==> src/core/blc_pkg.sv <==
// Constants, register map and mode encodings of the backlight boost control
// Assumes a 125 MHz system clock shared by every user of this package
package blc_pkg;

  localparam int N_CH           = 4;
  localparam int AXI_AW         = 8;
  localparam int CLK_KHZ        = 125000;
  localparam int CLK_MHZ        = 125;
  localparam int DETECT_CYC     = 2048;
  localparam int SYNC_EDGES_MIN = 2;

  // Register byte offsets
  localparam logic [7:0] OFS_CTRL   = 8'h00;
  localparam logic [7:0] OFS_BRIGHT = 8'h04;
  localparam logic [7:0] OFS_CUR0   = 8'h08;
  localparam logic [7:0] OFS_STATUS = 8'h18;
  localparam logic [7:0] OFS_INFO   = 8'h1C;

  // Control fields and reset values
  localparam int         CTRL_SRC_BIT  = 0;
  localparam int         CTRL_PIRQ_BIT = 1;
  localparam logic       SRC_RST       = 1'b0;
  localparam logic       PIRQ_RST      = 1'b1;
  localparam int         CUR_W         = 12;
  localparam logic [11:0] CUR_RST      = 12'hFFF;
  localparam int         BRIGHT_W      = 16;
  localparam logic [15:0] BRIGHT_RST   = 16'hFFFF;

  // Fault status layout
  localparam int FLT_OPEN_LSB  = 0;
  localparam int FLT_SHORT_LSB = 4;
  localparam int FLT_GND_LSB   = 8;
  localparam int FLT_GLOB_LSB  = 12;
  localparam int N_GLOB        = 8;
  localparam int FLT_PUMP_BIT  = 20;
  localparam int FLT_W         = 21;

  // Info layout
  localparam int INFO_CAP_BIT    = 0;
  localparam int INFO_PUMP_BIT   = 1;
  localparam int INFO_EXT_BIT    = 2;
  localparam int INFO_SPREAD_BIT = 3;
  localparam int INFO_STR_LSB    = 4;
  localparam int INFO_FREQ_LSB   = 8;

  localparam logic [1:0] RESP_OKAY   = 2'h0;
  localparam logic [1:0] RESP_SLVERR = 2'h2;

  // Boost timing
  localparam int FREQ_HI_KHZ   = 1818;
  localparam int MIN_ON_LO_NS  = 150;
  localparam int MIN_OFF_LO_NS = 150;
  localparam int MIN_ON_HI_NS  = 110;
  localparam int MIN_OFF_HI_NS = 40;
  localparam logic [15:0] MIN_ON_LO_CYC  = 16'((MIN_ON_LO_NS * CLK_MHZ + 999) / 1000);
  localparam logic [15:0] MIN_OFF_LO_CYC = 16'((MIN_OFF_LO_NS * CLK_MHZ + 999) / 1000);
  localparam logic [15:0] MIN_ON_HI_CYC  = 16'((MIN_ON_HI_NS * CLK_MHZ + 999) / 1000);
  localparam logic [15:0] MIN_OFF_HI_CYC = 16'((MIN_OFF_HI_NS * CLK_MHZ + 999) / 1000);
  localparam logic [33:0] PHASE_THIRD    = 34'h0000_5556;

  typedef enum logic [2:0] {
    ST_OFF    = 3'b001,
    ST_DETECT = 3'b010,
    ST_RUN    = 3'b100
  } blc_state_e;

  // Set-resistor code to boost frequency, codes in resistor order
  function automatic int blc_freq_khz(input logic [2:0] code);
    int f;
    f = 0;
    unique case (code)
      3'h0: f = 400;
      3'h1: f = 200;
      3'h2: f = 303;
      3'h3: f = 100;
      3'h4: f = 500;
      3'h5: f = 1818;
      3'h6: f = 2000;
      3'h7: f = 2222;
    endcase
    return f;
  endfunction : blc_freq_khz

  function automatic logic [15:0] blc_period(input logic [2:0] code);
    return 16'(CLK_KHZ / blc_freq_khz(code));
  endfunction : blc_period

endpackage : blc_pkg

==> src/core/blc_top.sv <==
// Backlight boost control: strap capture, dimming, boost gate, fault status
// Assumes pins and analog comparators arrive asynchronous to aclk
//
// Our own choices: the register offsets and the AXI4-Lite slave port.
`timescale 1ns/1ps
`default_nettype none

// Notes on behaviour
// [RQ1] Faults clear by bus write or enable fall
// [RQ2] Brightness from PWM duty, optionally from bus
// [RQ3] Per-channel current scale written over bus
// [RQ4] Phase mode chosen from string count strap
// [RQ5] Phases spaced by period over string count
// [RQ6] Unused outputs off, no LED faults
// [RQ7] System grounds unused LED outputs
// [RQ8] Detect external boost clock at start-up
// [RQ9] Static sync level selects spread spectrum
// [RQ10] Enable pin turns device on and off
// [RQ11] Bus and faults inactive while disabled
// [RQ12] Open-drain interrupt signals faults
// [RQ13] Pump enabled unless supply tied to it
// [RQ14] Pump cap status and pump fault bit
// [RQ15] Pump irq enable gates pump fault interrupt
// [RQ16] Current limit ends switch pulse at once
// [RQ17] Current limit raises no status
// [RQ18] Boost frequency from set-resistor code
// [RQ19] Eight codes map to eight frequencies
// [RQ20] Low band: 150 ns min on and off; code keeps min off only with internal clock
// [RQ21] High band: 40 ns off, 110 ns on; code keeps min off only with internal clock
// [RQ22] Detect LED and system fault conditions
// [RQ23] Fault bits stay set until cleared
module blc_top #(
  parameter int DETECT_CYC = blc_pkg::DETECT_CYC
) (
  input  wire logic                          aclk,
  input  wire logic                          aresetn,
  input  wire logic [blc_pkg::AXI_AW-1:0]    s_axi_awaddr,
  input  wire logic                          s_axi_awvalid,
  output logic                               s_axi_awready,
  input  wire logic [31:0]                   s_axi_wdata,
  input  wire logic [3:0]                    s_axi_wstrb,
  input  wire logic                          s_axi_wvalid,
  output logic                               s_axi_wready,
  output logic [1:0]                         s_axi_bresp,
  output logic                               s_axi_bvalid,
  input  wire logic                          s_axi_bready,
  input  wire logic [blc_pkg::AXI_AW-1:0]    s_axi_araddr,
  input  wire logic                          s_axi_arvalid,
  output logic                               s_axi_arready,
  output logic [31:0]                        s_axi_rdata,
  output logic [1:0]                         s_axi_rresp,
  output logic                               s_axi_rvalid,
  input  wire logic                          s_axi_rready,
  input  wire logic                          en_pin,
  input  wire logic                          pwm_in,
  input  wire logic                          boost_clock_sync_in,
  input  wire logic [2:0]                    string_config_select,
  input  wire logic [2:0]                    boost_freq_select,
  input  wire logic                          pump_output_pin_tied,
  input  wire logic                          pump_cap_sense,
  input  wire logic                          pump_fault_sense,
  input  wire logic                          switch_current_sense,
  input  wire logic [blc_pkg::N_CH-1:0]      led_open,
  input  wire logic [blc_pkg::N_CH-1:0]      led_short,
  input  wire logic [blc_pkg::N_CH-1:0]      led_gnd_short,
  input  wire logic [blc_pkg::N_GLOB-1:0]    sys_fault,
  input  wire logic [15:0]                   boost_on_demand,
  output logic                               int_o,
  output logic                               int_oe,
  output logic                               boost_gate,
  output logic                               pump_enable,
  output logic                               spread_enable,
  output logic [blc_pkg::N_CH-1:0]           chan_enable,
  output logic [blc_pkg::N_CH-1:0]           chan_pwm,
  output logic [blc_pkg::N_CH*blc_pkg::CUR_W-1:0] channel_current_scale
);
  import blc_pkg::*;

  localparam int SW = 13 + 3 * N_CH + N_GLOB;

  // Pin synchroniser
  logic [SW-1:0] pin_raw;
  logic [SW-1:0] pin_s1;
  logic [SW-1:0] pin_s2;
  logic          en_s;
  logic          pwm_s;
  logic          sync_s;
  logic [2:0]    str_s;
  logic [2:0]    freq_s;
  logic          tied_s;
  logic          cap_s;
  logic          pfault_s;
  logic          ilim_s;
  logic [N_CH-1:0]   open_s;
  logic [N_CH-1:0]   short_s;
  logic [N_CH-1:0]   gnd_s;
  logic [N_GLOB-1:0] glob_s;

  assign pin_raw = {en_pin, pwm_in, boost_clock_sync_in, string_config_select,
                    boost_freq_select, pump_output_pin_tied, pump_cap_sense,
                    pump_fault_sense, switch_current_sense, led_open,
                    led_short, led_gnd_short, sys_fault};
  assign {en_s, pwm_s, sync_s, str_s, freq_s, tied_s, cap_s, pfault_s,
          ilim_s, open_s, short_s, gnd_s, glob_s} = pin_s2;

  always_ff @(posedge aclk) begin
    if (!aresetn) begin
      pin_s1 <= '0;
      pin_s2 <= '0;
    end else begin
      pin_s1 <= pin_raw;
      pin_s2 <= pin_s1;
    end
  end

  function automatic logic [31:0] merge(input logic [31:0] old_v,
                                        input logic [31:0] new_v,
                                        input logic [3:0]  strb);
    logic [31:0] r;
    r = old_v;
    for (int b = 0; b < 4; b++) begin
      if (strb[b]) r[b*8 +: 8] = new_v[b*8 +: 8];
    end
    return r;
  endfunction : merge

  function automatic logic [15:0] phase_ofs(input logic [15:0] per,
                                            input logic [1:0]  idx,
                                            input logic [2:0]  cnt);
    logic [33:0] p;
    p = 34'(per) * 34'(idx);
    unique case (cnt)
      3'd1: p = 34'h0;
      3'd2: p = p >> 1;
      3'd3: p = (p * PHASE_THIRD) >> 16;
      3'd4: p = p >> 2;
      default: p = 34'h0;
    endcase
    return p[15:0];
  endfunction : phase_ofs

  // Enable, start-up detection and strap capture
  blc_state_e  state_reg;
  logic        en_prev_reg;
  logic [15:0] det_cnt_reg;
  logic [1:0]  edge_cnt_reg;
  logic        sync_prev_reg;
  logic        ext_clk_reg;
  logic [2:0]  str_cnt_reg;
  logic [2:0]  freq_reg;
  logic        running;
  logic        sync_rise;

  assign running   = (state_reg == ST_RUN);
  assign sync_rise = sync_s & ~sync_prev_reg;

  always_ff @(posedge aclk) begin
    if (!aresetn || !en_s) begin // see [RQ10]
      state_reg     <= ST_OFF;
      det_cnt_reg   <= 16'h0000;
      edge_cnt_reg  <= 2'h0;
      ext_clk_reg   <= 1'b0;
      spread_enable <= 1'b0;
      pump_enable   <= 1'b0;
      str_cnt_reg   <= 3'h1;
      freq_reg      <= 3'h0;
      chan_enable   <= '0;
    end else begin
      unique case (state_reg)
        ST_OFF: state_reg <= ST_DETECT;
        ST_DETECT: begin
          det_cnt_reg <= det_cnt_reg + 16'h0001;
          if (sync_rise && edge_cnt_reg != 2'h3)
            edge_cnt_reg <= edge_cnt_reg + 2'h1; // see [RQ8]
          if (det_cnt_reg == 16'(DETECT_CYC - 1)) begin
            state_reg   <= ST_RUN;
            ext_clk_reg <= (edge_cnt_reg >= 2'(SYNC_EDGES_MIN));
            spread_enable <= (edge_cnt_reg < 2'(SYNC_EDGES_MIN))
                             & sync_s; // see [RQ9]
            pump_enable <= ~tied_s; // see [RQ13]
            str_cnt_reg <= 3'({1'b0, str_s[1:0]}) + 3'h1; // see [RQ4]
            freq_reg    <= freq_s; // see [RQ18]
            for (int i = 0; i < N_CH; i++) begin
              chan_enable[i] <= (3'(i) < 3'({1'b0, str_s[1:0]}) + 3'h1);
            end
          end
        end
        ST_RUN: state_reg <= ST_RUN;
      endcase
    end
  end

  always_ff @(posedge aclk) begin
    if (!aresetn) begin
      en_prev_reg   <= 1'b0;
      sync_prev_reg <= 1'b0;
    end else begin
      en_prev_reg   <= en_s;
      sync_prev_reg <= sync_s;
    end
  end

  // AXI4-Lite slave
  logic        aw_got_reg;
  logic        w_got_reg;
  logic [7:0]  aw_addr_reg;
  logic [31:0] w_data_reg;
  logic [3:0]  w_strb_reg;
  logic        wr_do;
  logic        ar_fire;
  logic        ctrl_src_reg;
  logic        pump_irq_en_reg;
  logic [15:0] bright_reg;
  logic [CUR_W-1:0] cur_reg [N_CH];
  logic [FLT_W-1:0] fault_reg;
  logic [FLT_W-1:0] clr_vec;
  logic [31:0] wmerged;

  function automatic logic mapped(input logic [7:0] a);
    return (a[1:0] == 2'h0) && (a <= OFS_INFO);
  endfunction : mapped

  assign wr_do   = aw_got_reg & w_got_reg & ~s_axi_bvalid;
  assign ar_fire = s_axi_arvalid & s_axi_arready;
  assign wmerged = merge(32'h0, w_data_reg, w_strb_reg);

  always_ff @(posedge aclk) begin
    if (!aresetn) begin
      s_axi_awready <= 1'b1;
      s_axi_wready  <= 1'b1;
      s_axi_bvalid  <= 1'b0;
      s_axi_bresp   <= RESP_OKAY;
      aw_got_reg    <= 1'b0;
      w_got_reg     <= 1'b0;
      aw_addr_reg   <= 8'h00;
      w_data_reg    <= 32'h0000_0000;
      w_strb_reg    <= 4'h0;
    end else begin
      if (s_axi_awvalid && s_axi_awready) begin
        aw_addr_reg   <= s_axi_awaddr;
        aw_got_reg    <= 1'b1;
        s_axi_awready <= 1'b0;
      end
      if (s_axi_wvalid && s_axi_wready) begin
        w_data_reg   <= s_axi_wdata;
        w_strb_reg   <= s_axi_wstrb;
        w_got_reg    <= 1'b1;
        s_axi_wready <= 1'b0;
      end
      if (wr_do) begin
        aw_got_reg   <= 1'b0;
        w_got_reg    <= 1'b0;
        s_axi_bvalid <= 1'b1;
        s_axi_bresp  <= (en_s && mapped(aw_addr_reg)) ? RESP_OKAY
                                                      : RESP_SLVERR; // see [RQ11]
      end
      if (s_axi_bvalid && s_axi_bready) begin
        s_axi_bvalid  <= 1'b0;
        s_axi_awready <= 1'b1;
        s_axi_wready  <= 1'b1;
      end
    end
  end

  always_ff @(posedge aclk) begin
    if (!aresetn) begin
      s_axi_arready <= 1'b1;
      s_axi_rvalid  <= 1'b0;
      s_axi_rdata   <= 32'h0000_0000;
      s_axi_rresp   <= RESP_OKAY;
    end else if (ar_fire) begin
      s_axi_arready <= 1'b0;
      s_axi_rvalid  <= 1'b1;
      s_axi_rresp   <= (en_s && mapped(s_axi_araddr)) ? RESP_OKAY
                                                      : RESP_SLVERR; // see [RQ11]
      s_axi_rdata   <= 32'h0000_0000;
      if (en_s) begin
        unique case (s_axi_araddr)
          OFS_CTRL:   s_axi_rdata <= 32'({pump_irq_en_reg, ctrl_src_reg});
          OFS_BRIGHT: s_axi_rdata <= 32'(bright_reg);
          OFS_STATUS: s_axi_rdata <= 32'(fault_reg);
          OFS_INFO:   s_axi_rdata <= 32'({freq_reg, 1'b0, str_cnt_reg,
                                          spread_enable, ext_clk_reg,
                                          pump_enable,
                                          pump_enable & cap_s}); // see [RQ14]
          default: begin
            for (int i = 0; i < N_CH; i++) begin
              if (s_axi_araddr == OFS_CUR0 + 8'(4 * i))
                s_axi_rdata <= 32'(cur_reg[i]);
            end
          end
        endcase
      end
    end else if (s_axi_rvalid && s_axi_rready) begin
      s_axi_rvalid  <= 1'b0;
      s_axi_arready <= 1'b1;
    end
  end

  // Configuration registers, back to reset values while disabled
  always_ff @(posedge aclk) begin
    if (!aresetn || !en_s) begin // see [RQ11]
      ctrl_src_reg    <= SRC_RST;
      pump_irq_en_reg <= PIRQ_RST;
      bright_reg      <= BRIGHT_RST;
      for (int i = 0; i < N_CH; i++) cur_reg[i] <= CUR_RST;
    end else if (wr_do) begin
      if (aw_addr_reg == OFS_CTRL) begin
        if (w_strb_reg[0]) begin
          ctrl_src_reg    <= w_data_reg[CTRL_SRC_BIT]; // see [RQ2]
          pump_irq_en_reg <= w_data_reg[CTRL_PIRQ_BIT]; // see [RQ15]
        end
      end
      if (aw_addr_reg == OFS_BRIGHT) begin
        if (w_strb_reg[0]) bright_reg[7:0] <= w_data_reg[7:0];
        if (w_strb_reg[1]) bright_reg[15:8] <= w_data_reg[15:8];
      end
      for (int i = 0; i < N_CH; i++) begin
        if (aw_addr_reg == OFS_CUR0 + 8'(4 * i)) begin
          if (w_strb_reg[0]) cur_reg[i][7:0] <= w_data_reg[7:0]; // see [RQ3]
          if (w_strb_reg[1]) cur_reg[i][11:8] <= w_data_reg[11:8];
        end
      end
    end
  end

  always_ff @(posedge aclk) begin
    if (!aresetn) begin
      channel_current_scale <= '0;
    end else begin
      for (int i = 0; i < N_CH; i++)
        channel_current_scale[i*CUR_W +: CUR_W] <= cur_reg[i]; // see [RQ3]
    end
  end

  // Sticky fault status and interrupt
  logic [FLT_W-1:0] flt_set;
  logic             irq_pend;

  assign clr_vec = (wr_do && aw_addr_reg == OFS_STATUS) ? wmerged[FLT_W-1:0]
                                                        : '0; // see [RQ1]
  assign flt_set = running ? {pfault_s & pump_enable, // see [RQ14]
                              glob_s, // see [RQ22]
                              gnd_s & chan_enable,
                              short_s & chan_enable,
                              open_s & chan_enable} // see [RQ6]
                           : '0;
  assign irq_pend = (|fault_reg[FLT_PUMP_BIT-1:0])
                  | (fault_reg[FLT_PUMP_BIT] & pump_irq_en_reg); // see [RQ15]

  always_ff @(posedge aclk) begin
    if (!aresetn || !en_s) begin // see [RQ1]
      fault_reg <= '0;
    end else begin
      fault_reg <= (fault_reg & ~clr_vec) | flt_set; // see [RQ23]
    end
  end

  always_ff @(posedge aclk) begin
    if (!aresetn) begin
      int_o  <= 1'b0;
      int_oe <= 1'b0;
    end else begin
      int_o  <= 1'b0;
      int_oe <= en_s & irq_pend; // see [RQ12]
    end
  end

  // PWM input duty measurement
  logic        pwm_prev_reg;
  logic [15:0] per_cnt_reg;
  logic [15:0] high_cnt_reg;
  logic [15:0] meas_per_reg;
  logic [15:0] meas_high_reg;
  logic [15:0] dim_per;
  logic [15:0] dim_duty;
  logic [15:0] dim_cnt_reg;

  always_ff @(posedge aclk) begin
    if (!aresetn || !en_s) begin
      pwm_prev_reg  <= 1'b0;
      per_cnt_reg   <= 16'h0000;
      high_cnt_reg  <= 16'h0000;
      meas_per_reg  <= 16'hFFFF;
      meas_high_reg <= 16'h0000;
    end else begin
      pwm_prev_reg <= pwm_s;
      if (pwm_s && !pwm_prev_reg) begin
        meas_per_reg  <= per_cnt_reg;
        meas_high_reg <= high_cnt_reg;
        per_cnt_reg   <= 16'h0001;
        high_cnt_reg  <= 16'h0001;
      end else if (per_cnt_reg == 16'hFFFF) begin
        meas_per_reg  <= 16'hFFFF;
        meas_high_reg <= pwm_s ? 16'hFFFF : 16'h0000;
      end else begin
        per_cnt_reg  <= per_cnt_reg + 16'h0001;
        high_cnt_reg <= high_cnt_reg + 16'(pwm_s);
      end
    end
  end

  assign dim_per  = ctrl_src_reg ? 16'hFFFF : meas_per_reg; // see [RQ2]
  assign dim_duty = ctrl_src_reg ? bright_reg : meas_high_reg;

  // Phase-shifted channel dimming
  always_ff @(posedge aclk) begin
    if (!aresetn || !running) begin
      dim_cnt_reg <= 16'h0000;
      chan_pwm    <= '0;
    end else begin
      dim_cnt_reg <= (dim_cnt_reg + 16'h0001 >= dim_per) ? 16'h0000
                                                        : dim_cnt_reg + 16'h0001;
      for (int i = 0; i < N_CH; i++) begin
        logic [16:0] pos;
        pos = 17'(dim_cnt_reg) + 17'(phase_ofs(dim_per, 2'(i),
                                              str_cnt_reg)); // see [RQ5]
        if (pos >= 17'(dim_per)) pos = pos - 17'(dim_per);
        chan_pwm[i] <= chan_enable[i] & (pos < 17'(dim_duty)); // see [RQ6]
      end
    end
  end

  // Boost switch gate
  logic [15:0] bst_cnt_reg;
  logic [7:0]  lfsr_reg;
  logic [15:0] bst_per;
  logic [15:0] min_on;
  logic [15:0] min_off;
  logic [15:0] on_len;
  logic        hi_band;
  logic        restart;

  assign hi_band = blc_freq_khz(freq_reg) >= FREQ_HI_KHZ;
  assign min_on  = hi_band ? MIN_ON_HI_CYC : MIN_ON_LO_CYC; // see [RQ21]
  assign min_off = hi_band ? MIN_OFF_HI_CYC : MIN_OFF_LO_CYC; // see [RQ20]
  assign bst_per = blc_period(freq_reg)
                 + (spread_enable ? 16'(lfsr_reg[3:0]) : 16'h0000); // see [RQ19]
  assign on_len  = (boost_on_demand > min_on) ? boost_on_demand : min_on;
  assign restart = ext_clk_reg ? sync_rise
                               : (bst_cnt_reg + 16'h0001 >= bst_per); // see [RQ8]

  always_ff @(posedge aclk) begin
    if (!aresetn || !running) begin
      bst_cnt_reg <= 16'h0000;
      boost_gate  <= 1'b0;
      lfsr_reg    <= 8'h01;
    end else if (restart) begin
      bst_cnt_reg <= 16'h0000;
      boost_gate  <= (boost_on_demand != 16'h0000);
      lfsr_reg    <= {lfsr_reg[6:0], lfsr_reg[7] ^ lfsr_reg[5]
                      ^ lfsr_reg[4] ^ lfsr_reg[3]};
    end else begin
      if (bst_cnt_reg != 16'hFFFF) bst_cnt_reg <= bst_cnt_reg + 16'h0001;
      // Limit trip ends the pulse, no status is touched
      if (ilim_s) boost_gate <= 1'b0; // see [RQ16] see [RQ17]
      else if (bst_cnt_reg + 16'h0001 >= on_len) boost_gate <= 1'b0;
      else if (bst_cnt_reg + 16'h0002 + min_off >= bst_per && !ext_clk_reg)
        boost_gate <= 1'b0;
    end
  end

  logic [15:0] off_len_reg;
  always_ff @(posedge aclk) begin
    if (!aresetn || boost_gate) off_len_reg <= 16'h0000;
    else if (off_len_reg != 16'hFFFF) off_len_reg <= off_len_reg + 16'h0001;
  end
endmodule : blc_top

`default_nettype wire

==> config.mk <==
export PLATFORM = sky130hd
export DESIGN_NAME = blc_top
export DESIGN_NICKNAME = d
export VERILOG_FILES = /design/src/core/blc_pkg.sv /design/src/core/blc_top.sv
export SDC_FILE = /design/constraint.sdc
export NUM_CORES = 2
export LEC_CHECK = 0
export BUFFER_PORTS_ARGS = -buffer_cell sky130_fd_sc_hd__buf_2
export CAP_MARGIN = 40
export CORE_ASPECT_RATIO = 1.5
export CORE_MARGIN = 4
export CORE_UTILIZATION = 50
export DETAILED_ROUTE_END_ITERATION = 7
export PLACE_DENSITY = 0.67
export RECOVER_POWER = 50
export SYNTH_ARGS = -nofsm -noshare
export SYNTH_HDL_FRONTEND = slang
export SYNTH_SLANG_ARGS = --single-unit
==> constraint.sdc <==
create_clock -name aclk -period 116 [get_ports aclk]
set_input_delay 5.8 -clock aclk [delete_from_list [all_inputs] [get_ports aclk]]
set_output_delay 5.8 -clock aclk [all_outputs]
set_load 0.05 [all_outputs]
==> qor.txt <==
Post-CTS Setup Repair Bufs = 0
drc violations = 3
first-pass GRT wire length = 260000 microns
die width = 280 microns
Area after DPL = 57900 sq um
Crit-path slowest cell = a221oi_1
I/O Pins = 210
Core ar. = 110000 sq um
area leader, netlist = ha_1
grt total ovfl = 0
Design Area, Final = 59000 sq um
endpoints failing setup = 0
Die Area = 116000 sq um
Setup CP Type = reg -> reg
routability cong. = 0.939
initial antenna violation count = 4
ys async rst share = 0
Post-DRT Antenna Nets = 0
die span in y = 415 microns
Pwr Density = 6.31 nW/um^2
Routed WL per cell = 19.0 microns
1st-iter DRT viols = 3020
RSZ-0062 raised after global routing = no
Avg Vias per Cell = 6.02
synthesized cell area = 55300 sq um
post-route total power = 0.372 mW
H-tree depth = 2
Synth Warn # = 0
ys flop type = dfxtp_1
EDFF count, synth = 48
final core area utilization = 0.536
Initial Utilization = 0.503
status = complete, but fails checks
Relative slew margins = -0.458
Clock Latency Late Sink = 0.56 ns
DP HPWL = 130000 microns
Synth Instances = 6978
FF-to-FF setup slack = 17.02 ns
failing checks = design-rule violations, max-capacitance violations, max-slew violations
DP Cell Count = 8479
worst hold path type = reg -> reg
hold_buf cts = 0
Non-Filler Instances = 8548
Synth-to-Final Area Change = 6.61%
fmax = 0.0101 GHz
MaxCap Viol Count = 4
crit start category = flip-flop
Final Max Slew Viols = 226
Post-Route WL = 162000 microns
crit-path max cell delay = 0.70 ns
pre-CTS setup slack = 18.17 ns
WHS Path Cells = 1
vias after detailed routing = 51485
worst vdd ir = 0.0142 mV
R2R Path End = bst_cnt_reg[5]
worst hold margin = 0.400 ns
Pre-Repair DR Iteration Count = 8
Worst Setup Slack, final = 17.02 ns
vias in the first global route = 51207
I/O Buffers = 182
TritonCTS clock tree = done
Avg Cell Area, Syn = 7.93 sq um
Hold Path End = pump_enable
Setup TNS = 0 ns
Yosys cell types = 139
post_cts resized = 0
Synth top area share = 0.174
synthesized flop and latch total = 416
Clock Tree Root = clkbuf_16
total CTS buffers = 36
post-synthesis sequential area ratio = 0.159
total track usage = 0.271
crit path max fanout = 31
row cnt = 149
largest net degree at the start of global routing = 71
hold path startpoint = pin_s2[23]
CP required = 116.46 ns
Worst Path Arrival = 99.44 ns
Crit. End Element = flip-flop
cells on worst reg2reg path = 431
Slew @ Worst Pin = 2.19 ns
final worst path period share = 0.853
clock slew at reported path FFs = 0.07 ns
layout cells sized above 1 = 0.0727
Max Buffers Root-to-Sink = 3
Fin. Hold Viols = 0
post-layout minimum cycle time = 98.99 ns
largest cells by area after synthesis = ha_1 17%, dfxtp_1 13%, fa_1 5.8%, a21oi_1 5.1%, xnor2_1 4.3%
Crit path top cell by count = o21ai_0
Final nets = 8120
Clock Sinks = 416
leakage power = 26.1 nW
worst-case clock skew = 0.0287 ns
-- critical path: cells and delay by family (launching register included) --
kind | cells | cell delay, ns
compound gates | 246 | 51.85
simple gates | 133 | 30.57
fa+ha+maj | 33 | 10.36
buf+inv | 14 | 3.69
mux | 4 | 1.43
flops | 1 | 0.46
xor+xnor | 1 | 0.23
-- layout by cell type, fill, tap and decap left out, types with 36 or more instances in the layout --
| cell type | count |
|---|---|
| nor3_1 | 179 |
| edfxtp_1 | 48 |
| o211ai_1 | 44 |
| nand4_1 | 68 |
| nor4_1 | 53 |
| and2_0 | 44 |
| a22oi_1 | 45 |
| o21bai_1 | 68 |
| dfxtp_1 | 367 |
| xnor2_1 | 274 |
| or3_1 | 60 |
| a31oi_1 | 42 |
| and3_1 | 53 |
| o31ai_1 | 81 |
| a211oi_1 | 52 |
| nand2_1 | 482 |
| nor2_1 | 600 |
| or2_2 | 59 |
| fa_1 | 159 |
| o21a_1 | 96 |
| nand3_1 | 187 |
| mux2i_1 | 105 |
| o21ai_0 | 345 |
| nor2b_1 | 136 |
| nand2b_1 | 189 |
| a21boi_0 | 75 |
| clkbuf_1 | 92 |
| buf_2 | 104 |
| mux2_2 | 63 |
| ha_1 | 769 |
| and2_1 | 147 |
| a21oi_1 | 569 |
| a21o_1 | 175 |
| clkbuf_16 | 36 |
| buf_4 | 82 |
| xor2_1 | 154 |
| inv_1 | 443 |
-- area by class of cell --
class,instances,area [sq um]
Timing Repair Buffer,281,1580
Inverter,450,1690
Antenna cell,3,7.51
Clock inverter,13,153
Fill cell,10567,51000
Tap cell,1434,1790
Sequential cell,416,8810
Clock buffer,52,1060
Multi-Input combinational cell,5899,43900
-- synth_stat cells (59+ instances only) --
cell      number
ha_1         769
nor2_1       602
a21oi_1      569
nand2_1      482
inv_1        446
dfxtp_1      368
o21ai_0      345
xnor2_1      274
and2_1       189
nand2b_1     189
nand3_1      187
nor3_1       179
a21o_1       175
fa_1         159
xor2_1       154
clkbuf_1     153
nor2b_1      138
mux2i_1      105
o21a_1        96
o31ai_1       81
a21boi_0      75
nand4_1       68
o21bai_1      68
mux2_2        63
or3_1         60
or2_2         59
-- power breakdown --
part           switching, mW  internal [mW]  leakage [nW]  total [mW]
clock network         0.0573         0.0676         0.593       0.125
registers            0.00241          0.148          3.38       0.151
logic                 0.0565         0.0404          22.1      0.0969
total                  0.116          0.256          26.1       0.372
-- cells by family after synthesis --
family | Yosys count | share of synthesized area
and+or+nand+nor | 2408 | 0.223
AOI/OAI and AO/OA | 1939 | 0.234
adders and majority gates | 928 | 0.231
buffers and inverters | 676 | 0.0492
xor gates and xnor gates | 431 | 0.0688
DFF | 416 | 0.159
muxes | 179 | 0.0346
other | 1 | 0.0000678
-- per-layer routing --
layer  part of all wire  up-vias  track usage
met1               0.38    24294        0.290
met5            0.00020        -            0
met2               0.52     1287        0.520
met3              0.036      545       0.0177
met4              0.066        4        0.153
li1                   -    25355            -
-- how the worst max path moves through the flow --
stage,slack [ns],endpoint,start,depth (start not counted)
floorplan,31.70,bst_cnt_reg[10],flip-flop,464
global placement,19.20,bst_cnt_reg[15],flip-flop,428
detailed placement,18.17,bst_cnt_reg[5],flip-flop,430
CTS,17.76,bst_cnt_reg[5],flip-flop,431
global route,8.73,bst_cnt_reg[5],flip-flop,431
finish,17.02,bst_cnt_reg[5],flip-flop,431
Power figures use the tool's default switching activity.
